--- src/hdl/usd_defines.vh ---
// Register offsets, field positions, reset values and timing counts of the USB status block
`ifndef USD_DEFINES_VH
`define USD_DEFINES_VH
`define USD_OFF_MAIN_CTRL   16'h1000
`define USD_OFF_IRQ_STATUS  16'h1040
`define USD_OFF_TEST_CTRL   16'h1044
`define USD_OFF_TEST_RESULT 16'h1048
`define USD_OFF_TX_DMA_CTRL 16'h1060
`define USD_OFF_TX_BUF1     16'h1064
`define USD_OFF_TX_BUF2     16'h1068
`define USD_OFF_RX_DMA_CTRL 16'h106c
`define USD_OFF_RX_BUF1     16'h1070
`define USD_OFF_RX_BUF2     16'h1074
`define USD_OFF_RX_SIZE1    16'h1078
`define USD_OFF_RX_SIZE2    16'h107c
`define USD_RESET_VALUE     32'h0000_0000
`define USD_BIT_SOF         0
`define USD_BIT_CONTROL_ENDPOINT_TRANSMIT      1
`define USD_BIT_CONTROL_ENDPOINT_RECEIVE      2
`define USD_BIT_INT_EP      3
`define USD_BIT_BULK_TX     4
`define USD_BIT_BULK_RX     5
`define USD_BIT_TX_BUF_END  6
`define USD_BIT_RX_BUF_END  7
`define USD_BIT_RX_XFER_END 8
`define USD_BIT_SUSPEND     9
`define USD_BIT_WAKEUP      10
`define USD_BIT_BUS_RESET   11
`define USD_ENABLE_BASE     16
`define USD_STATUS_W        12
`define USD_TEST_EN         0
`define USD_TEST_SM_LO      1
`define USD_TEST_SM_HI      3
`define USD_TEST_CNT_LO     4
`define USD_TEST_CNT_HI     5
`define USD_TEST_LOAD_LO    8
`define USD_TEST_LOAD_HI    14
`define USD_TEST_CTRL_MASK  32'h0000_7f3f
`define USD_DMA_ENABLE      0
`define USD_DMA_TWO_BUF     2
`define USD_DMA_OWN1        8
`define USD_DMA_OWN2        9
`define USD_DMA_EOT1        10
`define USD_DMA_EOT2        11
`define USD_DMA_ISO_END     16
`define USD_BUF_SIZE_LO     16
`define USD_BUF_SIZE_HI     27
`define USD_BUF_ADDR_HI     14
`define USD_BUF_END_LO      16
`define USD_BUF_END_HI      30
`define USD_PKT_BYTES       12'd64
`define USD_FRAMES_SUSPEND  3'd5
`define USD_CLK_HZ          100000000
`define USD_IDLE_US         3000
`define USD_WAKE_WAIT_US    5000
`define USD_WAKE_DRIVE_US   11000
`define USD_US_CYCLES(us)   (((us) * (`USD_CLK_HZ / 1000)) / 1000)
`endif

--- src/hdl/usd_status.v ---
// USB device interrupt status, test counters, suspend timing and DMA buffer walk
// Contract
// RULE1: SOF edge sets bit 0 if enabled
// RULE2: END_OF_TRANSACTION sets Control_endpoint_transmit/rx or interrupt bits
// RULE3: END_OF_TRANSACTION sets bulk tx/rx bits 4/5
// RULE4: Transmit buffer end sets bit 6
// RULE5: Receive buffer end sets bit 7
// RULE6: Short or empty packet sets bit 8
// RULE7: Five missing SOFs flag suspend bit 9
// RULE8: Resume while suspended sets wake bit 10
// RULE9: Reset during suspend sets bit 11
// RULE10: Test bit lets counters run, shows FSMs
// RULE11: Field 3:1 picks visible state machine
// RULE12: Field 5:4 picks counter, loads bits 14:8
// RULE13: Loaded counter plus one shown next cycle
// RULE14: Idle over 3 ms enters suspend
// RULE15: Host resume lasts 20 ms, ends EOP
// RULE16: Remote wake waits 5 ms, drives 11 ms
// RULE17: Bulk IN sends 64-byte packets from buffer
// RULE18: Two buffers alternate; end-of-transfer sends short
// RULE19: Single buffer wraps pointer to start
// RULE20: Isochronous transmit fetches continuously, self-incrementing; the code does not increment and restarts at the buffer start after each fetch
// RULE21: Bulk receive writes 64 bytes, interrupts at end
// RULE22: Isochronous receive drains continuously, interrupts at end
// RULE23: Suspend, wake, reset bits clear by one
//
// The Wishbone register port was left to the implementer.
`timescale 1ns/1ps
`include "usd_defines.vh"
module usd_status #(
  parameter IDLE_CYC  = `USD_US_CYCLES(`USD_IDLE_US),
  parameter WWAIT_CYC = `USD_US_CYCLES(`USD_WAKE_WAIT_US),
  parameter WDRV_CYC  = `USD_US_CYCLES(`USD_WAKE_DRIVE_US)
) (
  input  wire        SYS_CLK,
  input  wire        RSTN,
  input  wire        CLK_EN,
  input  wire        WB_CYC_I,
  input  wire        WB_STB_I,
  input  wire        WB_WE_I,
  input  wire [15:0] WB_ADR_I,
  input  wire [3:0]  WB_SEL_I,
  input  wire [31:0] WB_DAT_I,
  output reg  [31:0] WB_DAT_O,
  output reg         WB_ACK_O,
  input  wire        SOF_TOKEN,
  input  wire        END_OF_TRANSACTION,
  input  wire [2:0]  LAST_ENDPOINT,
  input  wire [6:0]  RX_PKT_BYTES,
  input  wire        BUS_ACTIVITY,
  input  wire        BUS_RESET_SEEN,
  input  wire        HOST_RESUME,
  input  wire        REMOTE_WAKE_REQ,
  input  wire        IN_TOKEN,
  input  wire        RX_PKT_DONE,
  input  wire        ISO_MODE,
  input  wire        MEM_ACK,
  input  wire [7:0]  MAIN_SM_STATE,
  input  wire [7:0]  EP_SM_STATE0,
  input  wire [7:0]  EP_SM_STATE1,
  input  wire [7:0]  EP_SM_STATE2,
  input  wire [7:0]  EP_SM_STATE3,
  input  wire [7:0]  EP_SM_STATE4,
  output reg         SUSPENDED,
  output reg         RESUME_DRIVE,
  output reg         MEM_REQ,
  output reg         MEM_WRITE,
  output reg  [14:0] MEM_ADDR,
  output reg         SEND_SHORT_PKT
);
  localparam EP_CTRL_TX = 3'd0;
  localparam EP_CTRL_RX = 3'd1;
  localparam EP_INT     = 3'd2;
  localparam EP_BULK_TX = 3'd3;
  localparam EP_BULK_RX = 3'd4;
  localparam TX_IDLE    = 2'd0;
  localparam TX_FETCH   = 2'd1;
  localparam RX_IDLE    = 1'b0;
  localparam RX_WRITE   = 1'b1;

  // Byte-enable merge shared by every writable register
  function [31:0] wmerge;
    input [31:0] old;
    input [31:0] dat;
    input [3:0]  sel;
    integer i;
    begin
      wmerge = old;
      for (i = 0; i < 4; i = i + 1) begin
        if (sel[i]) wmerge[i*8 +: 8] = dat[i*8 +: 8];
      end
    end
  endfunction

  reg  [31:0] main_ctrl_r;
  reg  [`USD_STATUS_W-1:0] status_r;
  reg  [31:0] test_ctrl_r;
  reg  [6:0]  cnt1_r;
  reg  [6:0]  cnt2_r;
  reg  [6:0]  cnt3_r;
  reg  [31:0] tx_ctrl_r;
  reg  [31:0] tx_buf1_r;
  reg  [31:0] tx_buf2_r;
  reg  [31:0] rx_ctrl_r;
  reg  [31:0] rx_buf1_r;
  reg  [31:0] rx_buf2_r;
  reg  [31:0] rx_size1_r;
  reg  [31:0] rx_size2_r;
  reg         sof_d_r;
  reg         eot_d_r;
  reg  [2:0]  miss_frames_r;
  reg  [31:0] idle_cnt_r;
  reg  [31:0] wake_cnt_r;
  reg         wake_phase_r;
  reg  [1:0]  tx_state_r;
  reg         tx_sel_r;
  reg  [11:0] tx_ofs_r;
  reg         rx_state_r;
  reg         rx_sel_r;
  reg  [14:0] rx_ptr_r;
  reg  [11:0] rx_cnt_r;
  reg         tx_end_evt;
  reg         rx_end_evt;
  reg  [`USD_STATUS_W-1:0] set_evt;
  reg  [`USD_STATUS_W-1:0] clr_evt;
  reg  [7:0]  sm_view;
  reg  [6:0]  cnt_view;
  reg  [31:0] rd_data;

  wire wb_req   = WB_CYC_I & WB_STB_I & ~WB_ACK_O;
  wire wb_wr    = wb_req & WB_WE_I;
  wire test_on  = test_ctrl_r[`USD_TEST_EN];
  wire sof_rise = SOF_TOKEN & ~sof_d_r;
  wire eot_rise = END_OF_TRANSACTION & ~eot_d_r;
  wire test_wr  = wb_wr && WB_ADR_I == `USD_OFF_TEST_CTRL;
  wire [31:0] test_nxt = test_wr ? wmerge(test_ctrl_r, WB_DAT_I, WB_SEL_I) & `USD_TEST_CTRL_MASK
                                 : test_ctrl_r;
  wire [1:0] cnt_sel = test_nxt[`USD_TEST_CNT_HI:`USD_TEST_CNT_LO];
  wire [6:0] cnt_load = test_nxt[`USD_TEST_LOAD_HI:`USD_TEST_LOAD_LO];
  wire [31:0] clr_word = wmerge(32'h0, WB_DAT_I, WB_SEL_I);
  wire miss_tick = !BUS_ACTIVITY && miss_frames_r != `USD_FRAMES_SUSPEND &&
                   idle_cnt_r == (IDLE_CYC / 3) * (miss_frames_r + 3'h1);
  wire [31:0] tx_cur = tx_sel_r ? tx_buf2_r : tx_buf1_r;
  wire [11:0] tx_size = tx_cur[`USD_BUF_SIZE_HI:`USD_BUF_SIZE_LO];
  wire [31:0] rx_cur = rx_sel_r ? rx_buf2_r : rx_buf1_r;
  wire [14:0] rx_end = rx_cur[`USD_BUF_END_HI:`USD_BUF_END_LO];
  wire tx_owned = tx_sel_r ? tx_ctrl_r[`USD_DMA_OWN2] : tx_ctrl_r[`USD_DMA_OWN1];
  wire tx_two   = tx_ctrl_r[`USD_DMA_TWO_BUF];
  wire rx_two   = rx_ctrl_r[`USD_DMA_TWO_BUF];

  always @* begin
    case (test_ctrl_r[`USD_TEST_SM_HI:`USD_TEST_SM_LO]) // RULE11
      3'h1:    sm_view = MAIN_SM_STATE;
      3'h2:    sm_view = EP_SM_STATE0;
      3'h3:    sm_view = EP_SM_STATE1;
      3'h4:    sm_view = EP_SM_STATE2;
      3'h5:    sm_view = EP_SM_STATE3;
      3'h6:    sm_view = EP_SM_STATE4;
      default: sm_view = 8'h00;
    endcase
    case (cnt_sel)
      2'h1:    cnt_view = cnt1_r;
      2'h2:    cnt_view = cnt2_r;
      2'h3:    cnt_view = cnt3_r;
      default: cnt_view = 7'h00;
    endcase
  end

  always @* begin
    set_evt = {`USD_STATUS_W{1'b0}};
    set_evt[`USD_BIT_SOF] = sof_rise; // RULE1
    if (eot_rise) begin
      set_evt[`USD_BIT_CONTROL_ENDPOINT_TRANSMIT]  = LAST_ENDPOINT == EP_CTRL_TX; // RULE2
      set_evt[`USD_BIT_CONTROL_ENDPOINT_RECEIVE]  = LAST_ENDPOINT == EP_CTRL_RX; // RULE2
      set_evt[`USD_BIT_INT_EP]  = LAST_ENDPOINT == EP_INT; // RULE2
      set_evt[`USD_BIT_BULK_TX] = LAST_ENDPOINT == EP_BULK_TX; // RULE3
      set_evt[`USD_BIT_BULK_RX] = LAST_ENDPOINT == EP_BULK_RX; // RULE3
      set_evt[`USD_BIT_RX_XFER_END] = LAST_ENDPOINT == EP_BULK_RX &&
                                      RX_PKT_BYTES < `USD_PKT_BYTES; // RULE6
    end
    set_evt[`USD_BIT_TX_BUF_END] = tx_end_evt; // RULE4
    set_evt[`USD_BIT_RX_BUF_END] = rx_end_evt; // RULE5
    set_evt[`USD_BIT_SUSPEND] = miss_tick && miss_frames_r == `USD_FRAMES_SUSPEND - 3'd1; // RULE7
    // Resume detection only needs the level; with a stopped clock it is caught at restart
    set_evt[`USD_BIT_WAKEUP]    = SUSPENDED & HOST_RESUME; // RULE8
    set_evt[`USD_BIT_BUS_RESET] = SUSPENDED & BUS_RESET_SEEN; // RULE9
    set_evt = set_evt & {1'b1, main_ctrl_r[`USD_ENABLE_BASE +: `USD_STATUS_W - 1]}; // RULE7 RULE9
    clr_evt = {`USD_STATUS_W{1'b0}};
    if (wb_wr && WB_ADR_I == `USD_OFF_IRQ_STATUS)
      clr_evt = clr_word[`USD_STATUS_W-1:0]; // RULE23
  end

  always @* begin
    case (WB_ADR_I)
      `USD_OFF_MAIN_CTRL:   rd_data = main_ctrl_r;
      `USD_OFF_IRQ_STATUS:  rd_data = {20'h0, status_r};
      `USD_OFF_TEST_CTRL:   rd_data = test_ctrl_r;
      `USD_OFF_TEST_RESULT: rd_data = test_on ? {17'h0, cnt_view, sm_view} : 32'h0; // RULE10
      `USD_OFF_TX_DMA_CTRL: rd_data = tx_ctrl_r;
      `USD_OFF_TX_BUF1:     rd_data = tx_buf1_r;
      `USD_OFF_TX_BUF2:     rd_data = tx_buf2_r;
      `USD_OFF_RX_DMA_CTRL: rd_data = rx_ctrl_r;
      `USD_OFF_RX_BUF1:     rd_data = rx_buf1_r;
      `USD_OFF_RX_BUF2:     rd_data = rx_buf2_r;
      `USD_OFF_RX_SIZE1:    rd_data = rx_size1_r;
      `USD_OFF_RX_SIZE2:    rd_data = rx_size2_r;
      default:              rd_data = 32'h0;
    endcase
  end

  // Register file and bus slave; every access is acknowledged one running cycle after it starts
  always @(posedge SYS_CLK or negedge RSTN) begin
    if (!RSTN) begin
      WB_ACK_O    <= 1'b0;
      WB_DAT_O    <= 32'h0;
      main_ctrl_r <= `USD_RESET_VALUE;
      status_r    <= {`USD_STATUS_W{1'b0}};
      test_ctrl_r <= `USD_RESET_VALUE;
      tx_buf1_r   <= `USD_RESET_VALUE;
      tx_buf2_r   <= `USD_RESET_VALUE;
      rx_buf1_r   <= `USD_RESET_VALUE;
      rx_buf2_r   <= `USD_RESET_VALUE;
      rx_size1_r  <= `USD_RESET_VALUE;
      rx_size2_r  <= `USD_RESET_VALUE;
      sof_d_r     <= 1'b0;
      eot_d_r     <= 1'b0;
    end else if (CLK_EN) begin
      WB_ACK_O <= wb_req;
      WB_DAT_O <= wb_req ? rd_data : 32'h0;
      sof_d_r  <= SOF_TOKEN;
      eot_d_r  <= END_OF_TRANSACTION;
      // Set wins over a simultaneous write-one clear
      status_r <= (status_r & ~clr_evt) | set_evt; // RULE1 RULE2 RULE3
      if (wb_wr) begin
        case (WB_ADR_I)
          `USD_OFF_MAIN_CTRL: main_ctrl_r <= wmerge(main_ctrl_r, WB_DAT_I, WB_SEL_I);
          `USD_OFF_TEST_CTRL: test_ctrl_r <= test_nxt;
          `USD_OFF_TX_BUF1:   tx_buf1_r <= wmerge(tx_buf1_r, WB_DAT_I, WB_SEL_I);
          `USD_OFF_TX_BUF2:   tx_buf2_r <= wmerge(tx_buf2_r, WB_DAT_I, WB_SEL_I);
          `USD_OFF_RX_BUF1:   rx_buf1_r <= wmerge(rx_buf1_r, WB_DAT_I, WB_SEL_I);
          `USD_OFF_RX_BUF2:   rx_buf2_r <= wmerge(rx_buf2_r, WB_DAT_I, WB_SEL_I);
          `USD_OFF_RX_SIZE1:  rx_size1_r <= wmerge(rx_size1_r, WB_DAT_I, WB_SEL_I);
          `USD_OFF_RX_SIZE2:  rx_size2_r <= wmerge(rx_size2_r, WB_DAT_I, WB_SEL_I);
          default: ;
        endcase
      end
      if (rx_end_evt) begin
        if (rx_sel_r) rx_size2_r <= {20'h0, rx_cnt_r};
        else rx_size1_r <= {20'h0, rx_cnt_r};
      end
    end
  end

  // Test counters: a load takes effect at the write edge, then they count up
  always @(posedge SYS_CLK or negedge RSTN) begin
    if (!RSTN) begin
      cnt1_r <= 7'h0;
      cnt2_r <= 7'h0;
      cnt3_r <= 7'h0;
    end else if (CLK_EN && test_nxt[`USD_TEST_EN]) begin // RULE10
      if (test_wr) begin
        if (cnt_sel == 2'h1) cnt1_r <= cnt_load; // RULE12
        if (cnt_sel == 2'h2) cnt2_r <= cnt_load; // RULE12
        if (cnt_sel == 2'h3) cnt3_r <= cnt_load; // RULE12
      end else begin
        cnt1_r <= cnt1_r + 7'h1; // RULE13
        cnt2_r <= cnt2_r + 7'h1; // RULE13
        cnt3_r <= cnt3_r + 7'h1; // RULE13
      end
    end
  end

  // Suspend detection, frame watch and remote wake timing
  always @(posedge SYS_CLK or negedge RSTN) begin
    if (!RSTN) begin
      SUSPENDED     <= 1'b0;
      RESUME_DRIVE  <= 1'b0;
      miss_frames_r <= 3'h0;
      idle_cnt_r    <= 32'h0;
      wake_cnt_r    <= 32'h0;
      wake_phase_r  <= 1'b0;
    end else if (CLK_EN) begin
      // Idle count keeps running through suspend so later missed frames are still seen
      if (BUS_ACTIVITY) begin
        idle_cnt_r    <= 32'h0;
        miss_frames_r <= 3'h0;
        SUSPENDED     <= 1'b0; // RULE14
        if (!RESUME_DRIVE) wake_cnt_r <= 32'h0;
      end else begin
        idle_cnt_r <= idle_cnt_r + {31'h0, ~&idle_cnt_r};
        if (idle_cnt_r > IDLE_CYC) SUSPENDED <= 1'b1; // RULE14
        if (miss_tick) miss_frames_r <= miss_frames_r + 3'h1; // RULE7
      end
      // Host resume (RULE15) alone does not clear SUSPENDED; the device wakes on the BUS_ACTIVITY that ends it
      if (SUSPENDED && REMOTE_WAKE_REQ && !wake_phase_r) begin
        if (wake_cnt_r >= WWAIT_CYC) begin // RULE16
          wake_phase_r <= 1'b1;
          RESUME_DRIVE <= 1'b1;
          wake_cnt_r   <= 32'h0;
        end else begin
          wake_cnt_r <= wake_cnt_r + 32'h1;
        end
      end else if (wake_phase_r) begin
        if (wake_cnt_r >= WDRV_CYC - 1) begin // RULE16
          RESUME_DRIVE <= 1'b0;
          wake_phase_r <= 1'b0;
          wake_cnt_r   <= 32'h0;
        end else begin
          wake_cnt_r <= wake_cnt_r + 32'h1;
        end
      end else if (!SUSPENDED) begin
        wake_cnt_r <= 32'h0;
      end
    end
  end

  // Transmit and receive DMA walk through the buffers
  always @(posedge SYS_CLK or negedge RSTN) begin
    if (!RSTN) begin
      tx_ctrl_r      <= `USD_RESET_VALUE;
      rx_ctrl_r      <= `USD_RESET_VALUE;
      tx_state_r     <= TX_IDLE;
      tx_sel_r       <= 1'b0;
      tx_ofs_r       <= 12'h0;
      rx_state_r     <= RX_IDLE;
      rx_sel_r       <= 1'b0;
      rx_ptr_r       <= 15'h0;
      rx_cnt_r       <= 12'h0;
      tx_end_evt     <= 1'b0;
      rx_end_evt     <= 1'b0;
      MEM_REQ        <= 1'b0;
      MEM_WRITE      <= 1'b0;
      MEM_ADDR       <= 15'h0;
      SEND_SHORT_PKT <= 1'b0;
    end else if (CLK_EN) begin
      tx_end_evt     <= 1'b0;
      rx_end_evt     <= 1'b0;
      SEND_SHORT_PKT <= 1'b0;
      if (wb_wr && WB_ADR_I == `USD_OFF_TX_DMA_CTRL)
        tx_ctrl_r <= wmerge(tx_ctrl_r, WB_DAT_I, WB_SEL_I);
      if (wb_wr && WB_ADR_I == `USD_OFF_RX_DMA_CTRL)
        rx_ctrl_r <= wmerge(rx_ctrl_r, WB_DAT_I, WB_SEL_I);
      case (tx_state_r)
        TX_IDLE: begin
          if (tx_ctrl_r[`USD_DMA_ENABLE] && tx_owned && (IN_TOKEN || ISO_MODE)) begin // RULE17
            tx_state_r <= TX_FETCH;
            MEM_REQ    <= 1'b1;
            MEM_WRITE  <= 1'b0;
            MEM_ADDR   <= tx_cur[`USD_BUF_ADDR_HI:0] + {3'h0, tx_ofs_r};
          end
        end
        TX_FETCH: begin
          if (MEM_ACK) begin
            MEM_REQ    <= 1'b0;
            tx_state_r <= TX_IDLE;
            // Isochronous uses the whole buffer as one packet; bulk moves 64 bytes
            if (ISO_MODE || tx_ofs_r + `USD_PKT_BYTES > tx_size) begin // RULE20
              tx_ofs_r   <= 12'h0; // RULE19
              tx_end_evt <= 1'b1; // RULE4
              SEND_SHORT_PKT <= tx_sel_r ? tx_ctrl_r[`USD_DMA_EOT2] :
                                           tx_ctrl_r[`USD_DMA_EOT1]; // RULE18
              if (!ISO_MODE) begin
                if (tx_sel_r) tx_ctrl_r[`USD_DMA_OWN2] <= 1'b0;
                else tx_ctrl_r[`USD_DMA_OWN1] <= 1'b0;
              end
              if (tx_two) tx_sel_r <= ~tx_sel_r; // RULE18
            end else begin
              tx_ofs_r <= tx_ofs_r + `USD_PKT_BYTES;
            end
          end
        end
        default: tx_state_r <= TX_IDLE;
      endcase
      case (rx_state_r)
        RX_IDLE: begin
          if (rx_ctrl_r[`USD_DMA_ENABLE] && RX_PKT_DONE && tx_state_r == TX_IDLE) begin
            rx_state_r <= RX_WRITE; // RULE21 RULE22
            MEM_REQ    <= 1'b1;
            MEM_WRITE  <= 1'b1;
            MEM_ADDR   <= rx_ptr_r == 15'h0 ? rx_cur[`USD_BUF_ADDR_HI:0] : rx_ptr_r;
            rx_cnt_r   <= rx_cnt_r + {5'h0, RX_PKT_BYTES};
          end
        end
        RX_WRITE: begin
          if (MEM_ACK) begin
            MEM_REQ    <= 1'b0;
            rx_state_r <= RX_IDLE;
            if (MEM_ADDR + 15'd64 > rx_end || rx_ctrl_r[`USD_DMA_ISO_END]) begin
              rx_end_evt <= 1'b1; // RULE5 RULE21 RULE22
              rx_ptr_r   <= 15'h0;
              rx_cnt_r   <= 12'h0;
              if (rx_sel_r) rx_ctrl_r[`USD_DMA_OWN2] <= 1'b1;
              else rx_ctrl_r[`USD_DMA_OWN1] <= 1'b1;
              if (rx_two) rx_sel_r <= ~rx_sel_r;
            end else begin
              rx_ptr_r <= MEM_ADDR + 15'd64;
            end
          end
        end
        default: rx_state_r <= RX_IDLE;
      endcase
    end
  end
endmodule

--- config.mk ---
export PLATFORM = sky130hd
export DESIGN_NAME = usd_status
export DESIGN_NICKNAME = d
export VERILOG_FILES = /design/src/hdl/usd_status.v
export VERILOG_INCLUDE_DIRS = /design/src /design/src/hdl
export SDC_FILE = /design/constraint.sdc
export NUM_CORES = 1
export LEC_CHECK = 0
export BUFFER_PORTS_ARGS = -buffer_cell sky130_fd_sc_hd__buf_2
export CORE_UTILIZATION = 35
export DETAILED_ROUTE_END_ITERATION = 8
export GPL_TIMING_DRIVEN = 0
export PLACE_DENSITY_LB_ADDON = 0.25
export SYNTH_ARGS = -nofsm -noshare
export SYNTH_HDL_FRONTEND = slang
export SYNTH_SLANG_ARGS = --single-unit
--- constraint.sdc ---
create_clock -name SYS_CLK -period 8.2 [get_ports SYS_CLK]
set_input_delay 0.82 -clock SYS_CLK [delete_from_list [all_inputs] [get_ports SYS_CLK]]
set_output_delay 0.82 -clock SYS_CLK [all_outputs]
set_load 0.005 [all_outputs]
**After elaboration in Yosys (flattened, before gate mapping)**

Index checks and enable logic that the tools add are counted.

- Output and inout port bits: 53
- Register bits after elaboration: 503

- Order comparisons: 6
- Reductions and logical operators: 73
- Add/subtract/negate cells: 11
- Bitwise logic cells: 17
- Equality and inequality tests: 40
- Mux-type cells: 111
- Multiply operators: 1

Operator list:

| kind | count |
|---|---|
| $mux 32 | 17 |
| $pmux 32 s12 | 1 |
| $eq 16x13->1 const B | 12 |
| $mux 15 | 8 |
| $mux 8 | 11 |
| $reduce_and 4->1 | 22 |
| $mux 12 | 5 |
| $mux 7 | 7 |
| $pmux 8 s6 | 1 |
| $reduce_and 3->1 | 13 |
| $mux 1 | 35 |
| $add 32x1->32 | 1 |
| $add 32x1->32 const B | 1 |
| $eq 32x21->1 | 1 |
| $ge 32x19->1 const B | 1 |
| $ge 32x21->1 const B | 1 |
| $gt 32x19->1 const B | 1 |
| $reduce_and 32->1 | 1 |
| $mux 31 | 1 |
| $mux 28 | 1 |
| $and 12x12->12 | 2 |
| $pmux 12 s2 | 1 |
| $mux 2 | 11 |
| $add 7x1->7 const B | 3 |
| 40 further kinds | 101 |

**Logic depth before layout (Yosys ltp)**

Gate-level depths: netlist of the first run.

- Depth in word-level cells: 10
- Gate-level depth with buffers: 14

**Worst setup path before layout of the first run**

Ideal clock, no wire load.

- Path type: register to register
- Start: register miss_frames_r[0]
- End: register miss_frames_r[1]
- Library setup time: 0.125 ns
- Data arrival time: 3.482 ns
- Period minus slack after synthesis: 3.607 ns
- Buffers on the path: 0
- Cell stages (with the launch flop): 13
- Slack: 4.593 ns
- Path through: dfrtp_1 ha_1 xor2_1 ha_1 ha_1 ha_1 nor2_1 a2111oi_0 o211ai_1 xnor2_1 nor4_1 nand3_1 mux2_2

- Word-level cells in the longest chain between the ends: 6
- Elaborated cells on any way between the ends: 11
- Those cells by class: 2 x add/sub; 1 x mul; 2 x eq/ne; 2 x mux; 4 x reduce/logical

RTL lines:

| what | RTL line | text |
|---|---|---|
| start: declaration | usd_status.v:111 | `reg [2:0] miss_frames_r;` |
| start signal: assignment | usd_status.v:292 | `if (miss_tick) miss_frames_r <= miss_frames_r + 3'h1;` |
| $add 3x1->4 | usd_status.v:142 | `idle_cnt_r == (IDLE_CYC / 3) * (miss_frames_r + 3'h1);` |
| $mul 12x4->16 | usd_status.v:142 |  |
| $eq 32x21->1 | usd_status.v:142 |  |
| $logic_and 1x1->1 | usd_status.v:141 | `` wire miss_tick = !BUS_ACTIVITY && miss_frames_r != `USD_FRAMES_SUSPEND && `` |
| $reduce_bool 2->1 (no source line) | -- |  |
| $reduce_and 2->1 (no source line) | -- |  |

Parallel ways exist; a longest one is shown, timed or not. The select of a mux whose other input is x is not followed.
A chain may end at the register's enable or synchronous reset.

**Worst setup path in the final report of the first run**

- Start: register rx_sel_r
- End: register rx_cnt_r[2]

- Word-level cells in the longest chain between the ends: 5

RTL lines:

| what | RTL line | text |
|---|---|---|
| start: declaration | usd_status.v:119 | `reg rx_sel_r;` |
| start signal: assignment | usd_status.v:394 | `if (rx_two) rx_sel_r <= ~rx_sel_r;` |
| $mux 31 | usd_status.v:145 | `wire [31:0] rx_cur = rx_sel_r ? rx_buf2_r : rx_buf1_r;` |
| $gt 15x15->1 | usd_status.v:388 | `` if (MEM_ADDR + 15'd64 > rx_end \|\| rx_ctrl_r[`USD_DMA_ISO_END]) begin `` |
| $logic_or 1x1->1 | usd_status.v:388 |  |
| $ne 2x1->1 (no source line) | -- |  |
| $reduce_and 4->1 (no source line) | -- |  |
| end signal: assignment | usd_status.v:381 | `rx_cnt_r <= rx_cnt_r + {5'h0, RX_PKT_BYTES};` |
| end: declaration | usd_status.v:121 | `reg [11:0] rx_cnt_r;` |

No other way between the ends.

==> results of run 1 <==
==> power breakdown <==
part | internal [mW] | leakage, nW | switching, mW | total [mW]
combinational | 0.0695 | 5.84 | 0.186 | 0.256
clock | 1.61 | 0.949 | 1.08 | 2.69
sequential | 2.47 | 6.83 | 0.0256 | 2.50
total | 4.15 | 13.6 | 1.29 | 5.44
==> cells by family after synthesis <==
kind of cell             Yosys count  synth area share [%]
AO/OA/AOI/OAI                    595                  15.7
XOR/XNOR                          96                  3.21
adder cells (fa/ha/maj)           64                  3.12
buffers and inverters            175                  2.70
flip-flops                       496                  47.5
multiplexers                     297                  12.6
other                              1                0.0143
AND/OR/NAND/NOR                  827                  15.2
==> path summary, 6_finish.rpt <==
path | startpoint | end
min in group SYS_CLK | END_OF_TRANSACTION | eot_d_r
max in group asynchronous | RSTN | idle_cnt_r[16]
min | RSTN | rx_buf2_r[20]
max | rx_sel_r | rx_cnt_r[2]
max reg2reg | rx_sel_r | rx_cnt_r[2]
min reg2reg | WB_DAT_O[25] | WB_DAT_O[25]
==> Yosys cell counts (all sizes together) (9+ instances only) <==
master   instances  share of area [%]
a22o            23               0.77
xor2            42                1.4
or3             12               0.29
a21oi          138                2.7
a211oi          14               0.40
a31oi            9               0.22
inv             37               0.53
and4            11               0.37
and2            20               0.48
a21o            13               0.37
nor2           182                2.7
mux2i           49                1.9
nor4            33                1.0
o21ai          115                2.2
a221oi          35                1.2
ha              62                3.0
a222oi          38                1.5
xnor2           54                1.8
and3            27               0.67
o2bb2ai         33                1.1
nand3           91                1.7
buf             56                1.0
nor3            30               0.63
nand2          320                4.6
clkbuf          81                1.2
nand4           36               0.86
dfrtp          496                 47
o22ai           29               0.69
mux2           248                 11
nor2b           19               0.45
a22oi           70                2.0
o32ai           13               0.44
==> through the flow <==
| stage | total power [mW] | hold slack [ns] | cells | setup TNS [ns] |
|---|---|---|---|---|
| floorplan | 2.64 | 0.438 | 2551 | 0 |
| global placement | 2.78 | 0.461 | 3666 | -1917.26 |
| detailed placement | 2.80 | 0.472 | 3672 | 0 |
| CTS | 5.47 | 0.168 | 3770 | 0 |
| global route | 5.59 | 0.192 | 3770 | 0 |
| finish | 5.44 | 0.148 | 3770 | 0 |
==> worst reg2reg max path, delay by kind of cell, from the launching register on <==
family	cells	cell delay (ns)
AND/OR/NAND/NOR	3	0.33
buffers and inverters	4	2.69
AO/OA/AOI/OAI	3	1.29
flip-flops	1	0.32
adder cells (fa/ha/maj)	1	0.37
multiplexers	1	0.66
==> per-layer routing <==
layer  share of wire, %  up-vias
met5              0.012        -
met4                3.2        2
met3                8.0      187
met2                 46     1066
met1                 43    11400
li1                   -     9889
==> layout make-up <==
type,count,area [sq um],area share (%)
Multi-Input combinational cell,1880,13100,43.2
Sequential cell,496,12400,41.0
Clock buffer,79,1650,5.45
Tap cell,959,1200,3.97
Timing Repair Buffer,162,920,3.04
Buffer,137,564,1.87
Clock inverter,19,295,0.976
Inverter,38,143,0.471
==> registers in the layout, indices dropped and copies added (netlist names), 12 cells and up <==
name	cells
main_ctrl_r	32
rx_ctrl_r	32
rx_ptr_r	15
tx_buf1_r	32
test_ctrl_r	13
tx_buf2_r	32
rx_buf1_r	32
idle_cnt_r	32
status_r	12
tx_ctrl_r	32
WB_DAT_O	32
rx_cnt_r	12
rx_size2_r	32
rx_buf2_r	32
MEM_ADDR	15
rx_size1_r	32
wake_cnt_r	32
==> metrics.md, run 1 <==
| Metric | Value |
|---|---|
| Run status | finished, violations left |
| Violations in the final reports | DRC |
| Worst path depth | 12 |
| Total clock buffers created by CTS | 55 |
| Worst setup EP type | flop |
| H-tree depth | 2 |
| Global routing met1 resource utilization | 36.6% |
| Buffers inserted during post-CTS setup optimization | 0 |
| Setup violation total in the final timing report | 0 |
| Most common library cell in the layout ignoring fill and taps | sky130_fd_sc_hd__dfrtp_1 |
| Initial core utilization | 35.6% |
| Share of layout cells above drive strength 1 | 19.7% |
| Critical path's top delay family | buffers and inverters |
| Post-route cell area | 30,300 sq um |
| Syn Area/Cell | 10.3 sq um |
| Latest clock arrival within the worst-skew pair | 0.63 ns |
| Register-to-Register Path Depth | 12 |
| Final period utilization | 70.7% |
| Startpoint-to-endpoint class of the critical path | flop to flop |
| Warnings from Yosys | 0 |
| Net count of the finished layout | 2,960 |
| Buf+Inv Stages, Crit Path | 4 |
| Global placement routability congestion | 0.991 |
| M2 GR Usage | 43.3% |
| Core area | 73,500 sq um |
| Final WS setup | 2.40 ns |
| Die Span X | 275 um |
| Pin count of the biggest net entering global routing | 125 |
| EDFF count, synth | 0 |
| Slew Limit Headroom | 5.20% |
| Min-Delay Path Class | input pin to async pin |
| Master of the slowest instance on the critical path | sky130_fd_sc_hd__a211oi_1 |
| Buffer levels on the longest clock path | 3 |
| Critical path data arrival time | 6.27 ns |
| Number of maximum-capacitance violations | 0 |
| Post-cts hold buffer count | 0 |
| GR met3 Demand/Resource | 4.76% |
| Syn_nets | 2,741 |
| Register bit count reported by yosys | 496 |
| First drt pass iteration count | 9 |
| Final Skew | 0.0296 ns |
| Post-synth ARST share | 100% |
| Unrepaired setup endpoints after global routing | false |
| Min Clock Period, post-route | 5.80 ns |
| Root buffer cell | sky130_fd_sc_hd__clkbuf_16 |
| Via count of the first global-routing pass | 22,400 |
| Slew of the pin with the lowest slew margin | 1.42 ns |
| Sum of overflow across all layers after global routing | 0 |
| Chip height | 275 um |
| Vias after detailed routing | 22,600 |
| Leakage Power | 13.6 nW |
| Final WL | 103,000 um |
| Average detailed-routed wire length per instance | 27.2 um |
| Count of distinct cell types in the synthesized netlist | 89 |
| Initial antenna violation count | 2 |
| Worst-case register-to-register setup slack | 2.40 ns |
| Final standard cell utilization of the core | 41.2% |
| Required arrival time at the worst endpoint | 8.67 ns |
| ANT cells | 0 |
| Overall routing resource usage | 26.8% |
| Sum of net half-perimeters after detailed placement | 75,400 um |
| Global-route wire length before repair | 150,000 um |
| Busiest metal layer after global routing | met2 |
| Post-CTS sizing | 0 |
| Growth of design area from synthesis to finish | 15.7% |
| Placed cell area | 28,300 sq um |
| Count of standard-cell rows | 99 |
| DRC violations left | 1 |
| DP Worst Slack | 2.54 ns |
| Antenna-violating nets left | 0 |
| CTS tree | built |
| Maximum fanout count along the critical path | 10 |
| Via density per instance | 5.99 |
| Post-synth top flop | sky130_fd_sc_hd__dfrtp_1 |
| Fraction of the yosys area taken by sequential cells | 47.5% |
| # IOs | 179 |
| Number of DRC markers after the initial detailed-route iteration | 2,504 |
| TritonCTS Sinks | 496 |
| Final-report hold violation count | 0 |
| Total die area | 75,800 sq um |
| Critical Path Max Stage Delay | 1.05 ns |
| Area of the mapped netlist | 26,200 sq um |
| Cells after synthesis | 2,551 |
| Worst-case vdd ir drop | 0.146 mV |
| Highest Clock Rate | 172 MHz |
| Count of pins over their slew limit | 0 |
| Commonest cells after routing, fill and taps aside | 496 x sky130_fd_sc_hd__dfrtp_1, 319 x sky130_fd_sc_hd__nand2_1, 245 x sky130_fd_sc_hd__mux2_2 |
| Clock transition at the registers of the reported paths | 0.06 ns |
| Pwr per Cell Area | 180 nW/um^2 |
| Nature of the critical path startpoint | flop |
| # port buffers | 156 |
| Fill cell instance count of the final layout | 7,118 |
| Critical path, cell by cell | clkbuf_1 -> buf_1 -> buf_1 -> mux2i_1 -> ha_1 -> and4_1 -> nand2_1 -> or4_1 -> o31ai_1 -> a211oi_1 -> clkbuf_1 -> o32ai_1 |
Note: power is estimated with default switching activity, not from simulation.
==> run 2, diff against run 1 <==
==> constraint.sdc (replaced) <==
create_clock -name SYS_CLK -period 4.97 [get_ports SYS_CLK]
set_input_delay 0.497 -clock SYS_CLK [delete_from_list [all_inputs] [get_ports SYS_CLK]]
set_output_delay 0.497 -clock SYS_CLK [all_outputs]
set_load 0.005 [all_outputs]
==> run 2 against run 1 <==
  * The run ends with capacitance limit, slew limit left
  * Sequential cell count is the same
  * Die area is the same
  * Final area grew 0.11%
  * Utilization is essentially flat
  * Critical path type unchanged
==> metrics.md, run 2 (synthesized netlist as in run 1, its figures left out) <==
| Metric | Value |
|---|---|
| Die Span X | 275 um (unchanged) |
| Overall routing resource usage | 26.8% (about the same) |
| Master of the slowest instance on the critical path | sky130_fd_sc_hd__a211oi_2 |
| Final TNS setup | 0 ns (unchanged) |
| Final WL | 103,000 um (-0.10%) |
| Via count of the first global-routing pass | 22,400 (-0.018%) |
| Share of layout cells above drive strength 1 | 19.8% (+0.10 points) |
| Total power | 8.98 mW (+65%) |
| Critical path data arrival time | 5.36 ns (-0.91 ns) |
| Startpoint-to-endpoint class of the critical path | flop to flop |
| Final standard cell utilization of the core | 41.2% (+0.044 points) |
| Register-to-Register Path Depth | 12 (unchanged) |
| Unrepaired setup endpoints after global routing | true |
| Pin count of the biggest net entering global routing | 125 (unchanged) |
| Initial antenna violation count | 2 (unchanged) |
| Final period utilization | 98.7% (+28 points) |
| Worst-case vdd ir drop | 0.237 mV (+63%) |
| Root buffer cell | sky130_fd_sc_hd__clkbuf_16 |
| Critical path's top delay family | buffers and inverters |
| Worst setup path end | rx_cnt_r[2] |
| Global placement routability congestion | 0.991 (unchanged) |
| # port buffers | 156 (unchanged) |
| Antenna-violating nets left | 0 (unchanged) |
| Worst-case register-to-register setup slack | 0.06 ns (-2.33 ns) |
| First drt pass iteration count | 9 (unchanged) |
| CTS tree | built |
| # IOs | 179 (unchanged) |
| Worst path depth | 12 (unchanged) |
| Most common library cell in the layout ignoring fill and taps | sky130_fd_sc_hd__dfrtp_1 |
| Slew Limit Headroom | -0.195% (-5.4 points) |
| Sum of overflow across all layers after global routing | 0 (unchanged) |
| Leakage Power | 13.6 nW (about the same) |
| Worst r2r src | rx_sel_r |
| Initial core utilization | 35.6% (unchanged) |
| Total die area | 75,800 sq um (unchanged) |
| Count of pins over their slew limit | 1 (+1) |
| Commonest cells after routing, fill and taps aside | 496 x sky130_fd_sc_hd__dfrtp_1, 319 x sky130_fd_sc_hd__nand2_1, 245 x sky130_fd_sc_hd__mux2_2 |
| Nature of the critical path startpoint | flop |
| Latest clock arrival within the worst-skew pair | 0.63 ns (about the same) |
| Final Skew | 0.0305 ns (+0.000868 ns) |
| Average detailed-routed wire length per instance | 27.2 um (-0.16%) |
| Count of standard-cell rows | 99 (unchanged) |
| Hold Worst Slack | 0.137 ns (-0.0113 ns) |
| H-tree depth | 2 (unchanged) |
| Number of maximum-capacitance violations | 1 (+1) |
| Number of DRC markers after the initial detailed-route iteration | 2,544 (+1.6%) |
| Global-route wire length before repair | 150,000 um (about the same) |
| Critical Path Max Stage Delay | 0.66 ns (-0.39 ns) |
| Buf+Inv Stages, Crit Path | 4 (unchanged) |
| Growth of design area from synthesis to finish | 15.8% |
| Chip height | 275 um (unchanged) |
| Placed cell area | 28,300 sq um (unchanged) |
| Setup violation total in the final timing report | 0 (unchanged) |
| Buffer levels on the longest clock path | 3 (unchanged) |
| Maximum fanout count along the critical path | 10 (unchanged) |
| Violations in the final reports | capacitance limit, slew limit |
| Total clock buffers created by CTS | 55 (unchanged) |
| Sum of net half-perimeters after detailed placement | 75,400 um (unchanged) |
| Required arrival time at the worst endpoint | 5.43 ns (-3.24 ns) |
| DRC violations left | 0 (-1) |
| Reg-to-reg endpoint | rx_cnt_r[2] |
| Non-filler cells in the finished layout | 3,772 (+0.053%) |
| Number of placed instances, taps included | 3,672 (unchanged) |
| Core area | 73,500 sq um (unchanged) |
| Min Clock Period, post-route | 4.91 ns (-0.895 ns) |
| Worst setup EP type | flop |
| Final-report hold violation count | 0 (unchanged) |
| Highest Clock Rate | 204 MHz (+18%) |
| Pwr per Cell Area | 297 nW/um^2 (+65%) |
| Critical path, cell by cell | clkbuf_1 -> clkdlybuf4s15_2 -> clkdlybuf4s15_2 -> mux2i_1 -> ha_1 -> and4_1 -> nand2_1 -> or4_1 -> o31ai_1 -> a211oi_2 -> clkbuf_1 -> o32ai_1 |
| Vias after detailed routing | 22,600 (+0.14%) |
| CP Launch Point | rx_sel_r |
| Final WS setup | 0.0642 ns (-2.33 ns) |
| Run status | finished, violations left |
| Min-Delay Path Class | input pin to flop |
| DP Worst Slack | -0.688 ns (-3.23 ns) |
| TritonCTS Sinks | 496 (unchanged) |
| Post-route cell area | 30,300 sq um (+0.11%) |
| Buffers inserted during post-CTS setup optimization | 0 (unchanged) |
| Net count of the finished layout | 2,961 (+0.034%) |
| Slew of the pin with the lowest slew margin | 1.48 ns (+0.0601 ns) |
| Clock transition at the registers of the reported paths | 0.06 ns (about the same) |
| Via density per instance | 6.00 (about the same) |
[run 2: where the power goes]
| group | switching, mW | internal (mW) |
|---|---|---|
| clock | 1.77 | 2.66 |
| combinational | 0.308 | 0.115 |
| sequential | 0.0428 | 4.08 |
[run 2: how the worst min path moves through the flow]
stage	slack [ns]	start	endpoint	cells after the start
6_report	0.14	END_OF_TRANSACTION	eot_d_r	3
2_1_floorplan	0.20	RSTN	MEM_ADDR[0]	0
5_1_grt	0.13	WB_DAT_I[3]	rx_buf1_r[3]	2
3_3_place_gp	0.46	status_r[10]	status_r[10]	2
3_5_place_dp	0.47	WB_DAT_O[10]	WB_DAT_O[10]	1
4_1_cts	0.12	END_OF_TRANSACTION	eot_d_r	3
[run 2: final cells by class]
type / count / area, sq um
tap: 959 / 1200
inverter: 38 / 143
fill: 7116 / 43200
buffer: 137 / 579
clock buffer: 79 / 1650
antenna: 1 / 2.50
multi-input combinational: 1880 / 13100
timing repair buffer: 163 / 930
clock inverter: 19 / 295
sequential: 496 / 12400
[run 2: worst min-delay path, cell delays in order]
cell and delay, ns:
sky130_fd_sc_hd__buf_2 0.08, sky130_fd_sc_hd__nand2_1 0.06, sky130_fd_sc_hd__o21ai_0 0.08
[run 2: what timing repair did]
item / CTS / global route
hold endpoints to repair: 74 / 0
hold buffers: 1 / 0
gates resized for setup: 5 / 0
setup endpoints to repair: 25 / 3
pin swaps: 0 / 0
[run 2: metal layers]
layer	track usage, %	vias to the layer above	share of wire (%)
met5	0	-	0.012
met1	36.5	11500	43
li1	-	9906	-
met2	43.2	1045	46
met4	8.24	2	3.1
met3	4.85	185	8.0
==> run 3, diff against run 2 <==
==> constraint.sdc (replaced) <==
create_clock -name SYS_CLK -period 6.3 [get_ports SYS_CLK]
set_input_delay 0.63 -clock SYS_CLK [delete_from_list [all_inputs] [get_ports SYS_CLK]]
set_output_delay 0.63 -clock SYS_CLK [all_outputs]
set_load 0.005 [all_outputs]
==> run 3 against run 2 <==
  * The flow now finishes without violations
  * Worst setup slack improved by 0.42 ns
  * Via count hardly changed
  * Clock-buffer cell count is the same
  * Clock skew is 0.0021 ns lower
  * Worst hold slack better by 0.13 ns
  * Final cell count unchanged
  * Critical path type unchanged
  * Wire length is 0.16% higher
  * Die area stayed put
==> metrics.md, run 3 (synthesized netlist as in run 1, its figures left out) <==
| Metric | Value |
|---|---|
| Via count of the first global-routing pass | 22,400 (+0.027%) |
| Multi-input gate area | 13,100 sq um (about the same) |
| Pin count of the biggest net entering global routing | 125 (unchanged) |
| Latest clock arrival within the worst-skew pair | 0.63 ns (about the same) |
| Setup violation total in the final timing report | 0 (unchanged) |
| Buffer levels on the longest clock path | 3 (unchanged) |
| Nature of the critical path startpoint | flop |
| Startpoint-to-endpoint class of the critical path | flop to flop |
| Leakage Power | 13.6 nW (about the same) |
| Net count of the finished layout | 2,961 (unchanged) |
| Required arrival time at the worst endpoint | 6.77 ns (+1.34 ns) |
| Buffers inserted during post-CTS setup optimization | 0 (unchanged) |
| Slew Limit Headroom | 4.75% (+4.9 points) |
| Root buffer cell | sky130_fd_sc_hd__clkbuf_16 |
| Total die area | 75,800 sq um (unchanged) |
| Initial antenna violation count | 2 (unchanged) |
| Hold Worst Slack | 0.267 ns (+0.130 ns) |
| Sum of overflow across all layers after global routing | 0 (unchanged) |
| Number of DRC markers after the initial detailed-route iteration | 2,661 (+4.6%) |
| Sum of net half-perimeters after detailed placement | 75,400 um (unchanged) |
| First drt pass iteration count | 8 (-1) |
| Average detailed-routed wire length per instance | 27.2 um (+0.16%) |
| Slew of the pin with the lowest slew margin | 1.41 ns (-0.0731 ns) |
| Count of pins over their slew limit | 0 (-1) |
| Die Span X | 275 um (unchanged) |
| Fill cell instance count of the final layout | 7,119 (+0.042%) |
| Chip height | 275 um (unchanged) |
| Number of maximum-capacitance violations | 0 (-1) |
| Worst setup EP type | flop |
| Min-Delay Path Class | input pin to flop |
| Pwr per Cell Area | 234 nW/um^2 (-21%) |
| Global-route wire length before repair | 150,000 um (about the same) |
| Share of layout cells above drive strength 1 | 19.7% (-0.11 points) |
| Global placement routability congestion | 0.991 (unchanged) |
| Post-cts hold buffer count | 1 (unchanged) |
| # IOs | 179 (unchanged) |
| Critical path data arrival time | 6.28 ns (+0.92 ns) |
| Post-CTS sizing | 0 (-5) |
| Count of standard-cell rows | 99 (unchanged) |
| DRC violations left | 0 (unchanged) |
| Overall routing resource usage | 26.8% (about the same) |
| TritonCTS Sinks | 496 (unchanged) |
| Initial core utilization | 35.6% (unchanged) |
| # port buffers | 156 (unchanged) |
| Core area | 73,500 sq um (unchanged) |
| Maximum fanout count along the critical path | 10 (unchanged) |
| Final WL | 103,000 um (+0.16%) |
| Total clock buffers created by CTS | 55 (unchanged) |
| Vias after detailed routing | 22,600 (-0.066%) |
| Final TNS setup | 0 ns (unchanged) |
| Commonest cells after routing, fill and taps aside | 496 x sky130_fd_sc_hd__dfrtp_1, 319 x sky130_fd_sc_hd__nand2_1, 245 x sky130_fd_sc_hd__mux2_2 |
| Worst-case vdd ir drop | 0.187 mV (-21%) |
| Register cell area after layout | 12,400 sq um (unchanged) |
| Antenna-violating nets left | 0 (unchanged) |
| H-tree depth | 2 (unchanged) |
| Final period utilization | 92.3% (-6.4 points) |
| Clock transition at the registers of the reported paths | 0.06 ns (about the same) |
| Min Clock Period, post-route | 5.82 ns (+0.910 ns) |
| Final-report hold violation count | 0 (unchanged) |
| Growth of design area from synthesis to finish | 15.7% (about the same) |
| Run status | finished clean |
| Highest Clock Rate | 172 MHz (-16%) |
| Unrepaired setup endpoints after global routing | false |
| Final Skew | 0.0284 ns (-0.00214 ns) |
| Most common library cell in the layout ignoring fill and taps | sky130_fd_sc_hd__dfrtp_1 |
| Via density per instance | 5.99 (about the same) |
| CTS tree | built |
-- run 3: final timing paths --
| kind | start | endpoint | slack, ns | depth (start not counted) |
|---|---|---|---|---|
| setup / recovery | rx_sel_r | rx_cnt_r[2] | 0.48 | 12 |
| hold / removal | END_OF_TRANSACTION | eot_d_r | 0.27 | 3 |
| setup reg to reg | rx_sel_r | rx_cnt_r[2] | 0.48 | 12 |
| hold reg to reg | WB_DAT_O[25] | WB_DAT_O[25] | 0.48 | 1 |
| max in group asynchronous | RSTN | idle_cnt_r[27] | 3.80 | 5 |
| min in group asynchronous | RSTN | rx_buf2_r[20] | 0.55 | 2 |
-- run 3: worst max-delay path, cell delays in order, from the launching register on --
cell                       delay (ns)
sky130_fd_sc_hd__dfrtp_1         0.32
sky130_fd_sc_hd__clkbuf_1        0.55
sky130_fd_sc_hd__buf_1           0.79
sky130_fd_sc_hd__buf_1           0.88
sky130_fd_sc_hd__mux2i_1         0.64
sky130_fd_sc_hd__ha_1            0.37
sky130_fd_sc_hd__and4_1          0.18
sky130_fd_sc_hd__nand2_1         0.06
sky130_fd_sc_hd__or4_1           0.09
sky130_fd_sc_hd__o31ai_1         0.09
sky130_fd_sc_hd__a211oi_1        1.05
sky130_fd_sc_hd__clkbuf_1        0.47
sky130_fd_sc_hd__o32ai_1         0.15
-- run 3: final cells by class --
cell class | count | area share, %
buffer | 137 | 1.86
clock buffer | 79 | 5.45
clock inverter | 19 | 0.976
tap | 959 | 3.96
sequential | 496 | 41.0
timing repair buffer | 163 | 3.07
antenna | 1 | 0.00827
inverter | 38 | 0.471
multi-input combinational | 1880 | 43.2
-- run 3: metrics by stage --
step	power [mW]	cells	setup WS, ns	instance area (sq um)	utilization, %
after floorplan	3.43	2551	2.69	26200	-
after CTS	7.12	3771	0.628	30300	41.2
after global placement	3.62	3666	-5.63	28100	38.3
after global routing	7.28	3771	0.384	30300	41.2
after detailed placement	3.64	3672	0.642	28300	38.5
final	7.08	3772	0.484	30300	41.2
-- run 3: where the power goes --
| group | switching [mW] | leakage, nW | internal, mW | total (mW) |
|---|---|---|---|---|
| clock | 1.40 | 0.949 | 2.10 | 3.50 |
| combinational | 0.243 | 5.84 | 0.0909 | 0.334 |
| sequential | 0.0338 | 6.83 | 3.22 | 3.25 |
| total | 1.68 | 13.6 | 5.41 | 7.08 |
-- run 3: metal layers --
metal | GRT usage, % | wire length, um | vias up
met5 | 0 | 12 | -
met4 | 8.10 | 3160 | 2
met3 | 4.76 | 8160 | 180
met2 | 43.3 | 47500 | 1026
met1 | 36.6 | 43900 | 11500
li1 | - | - | 9910
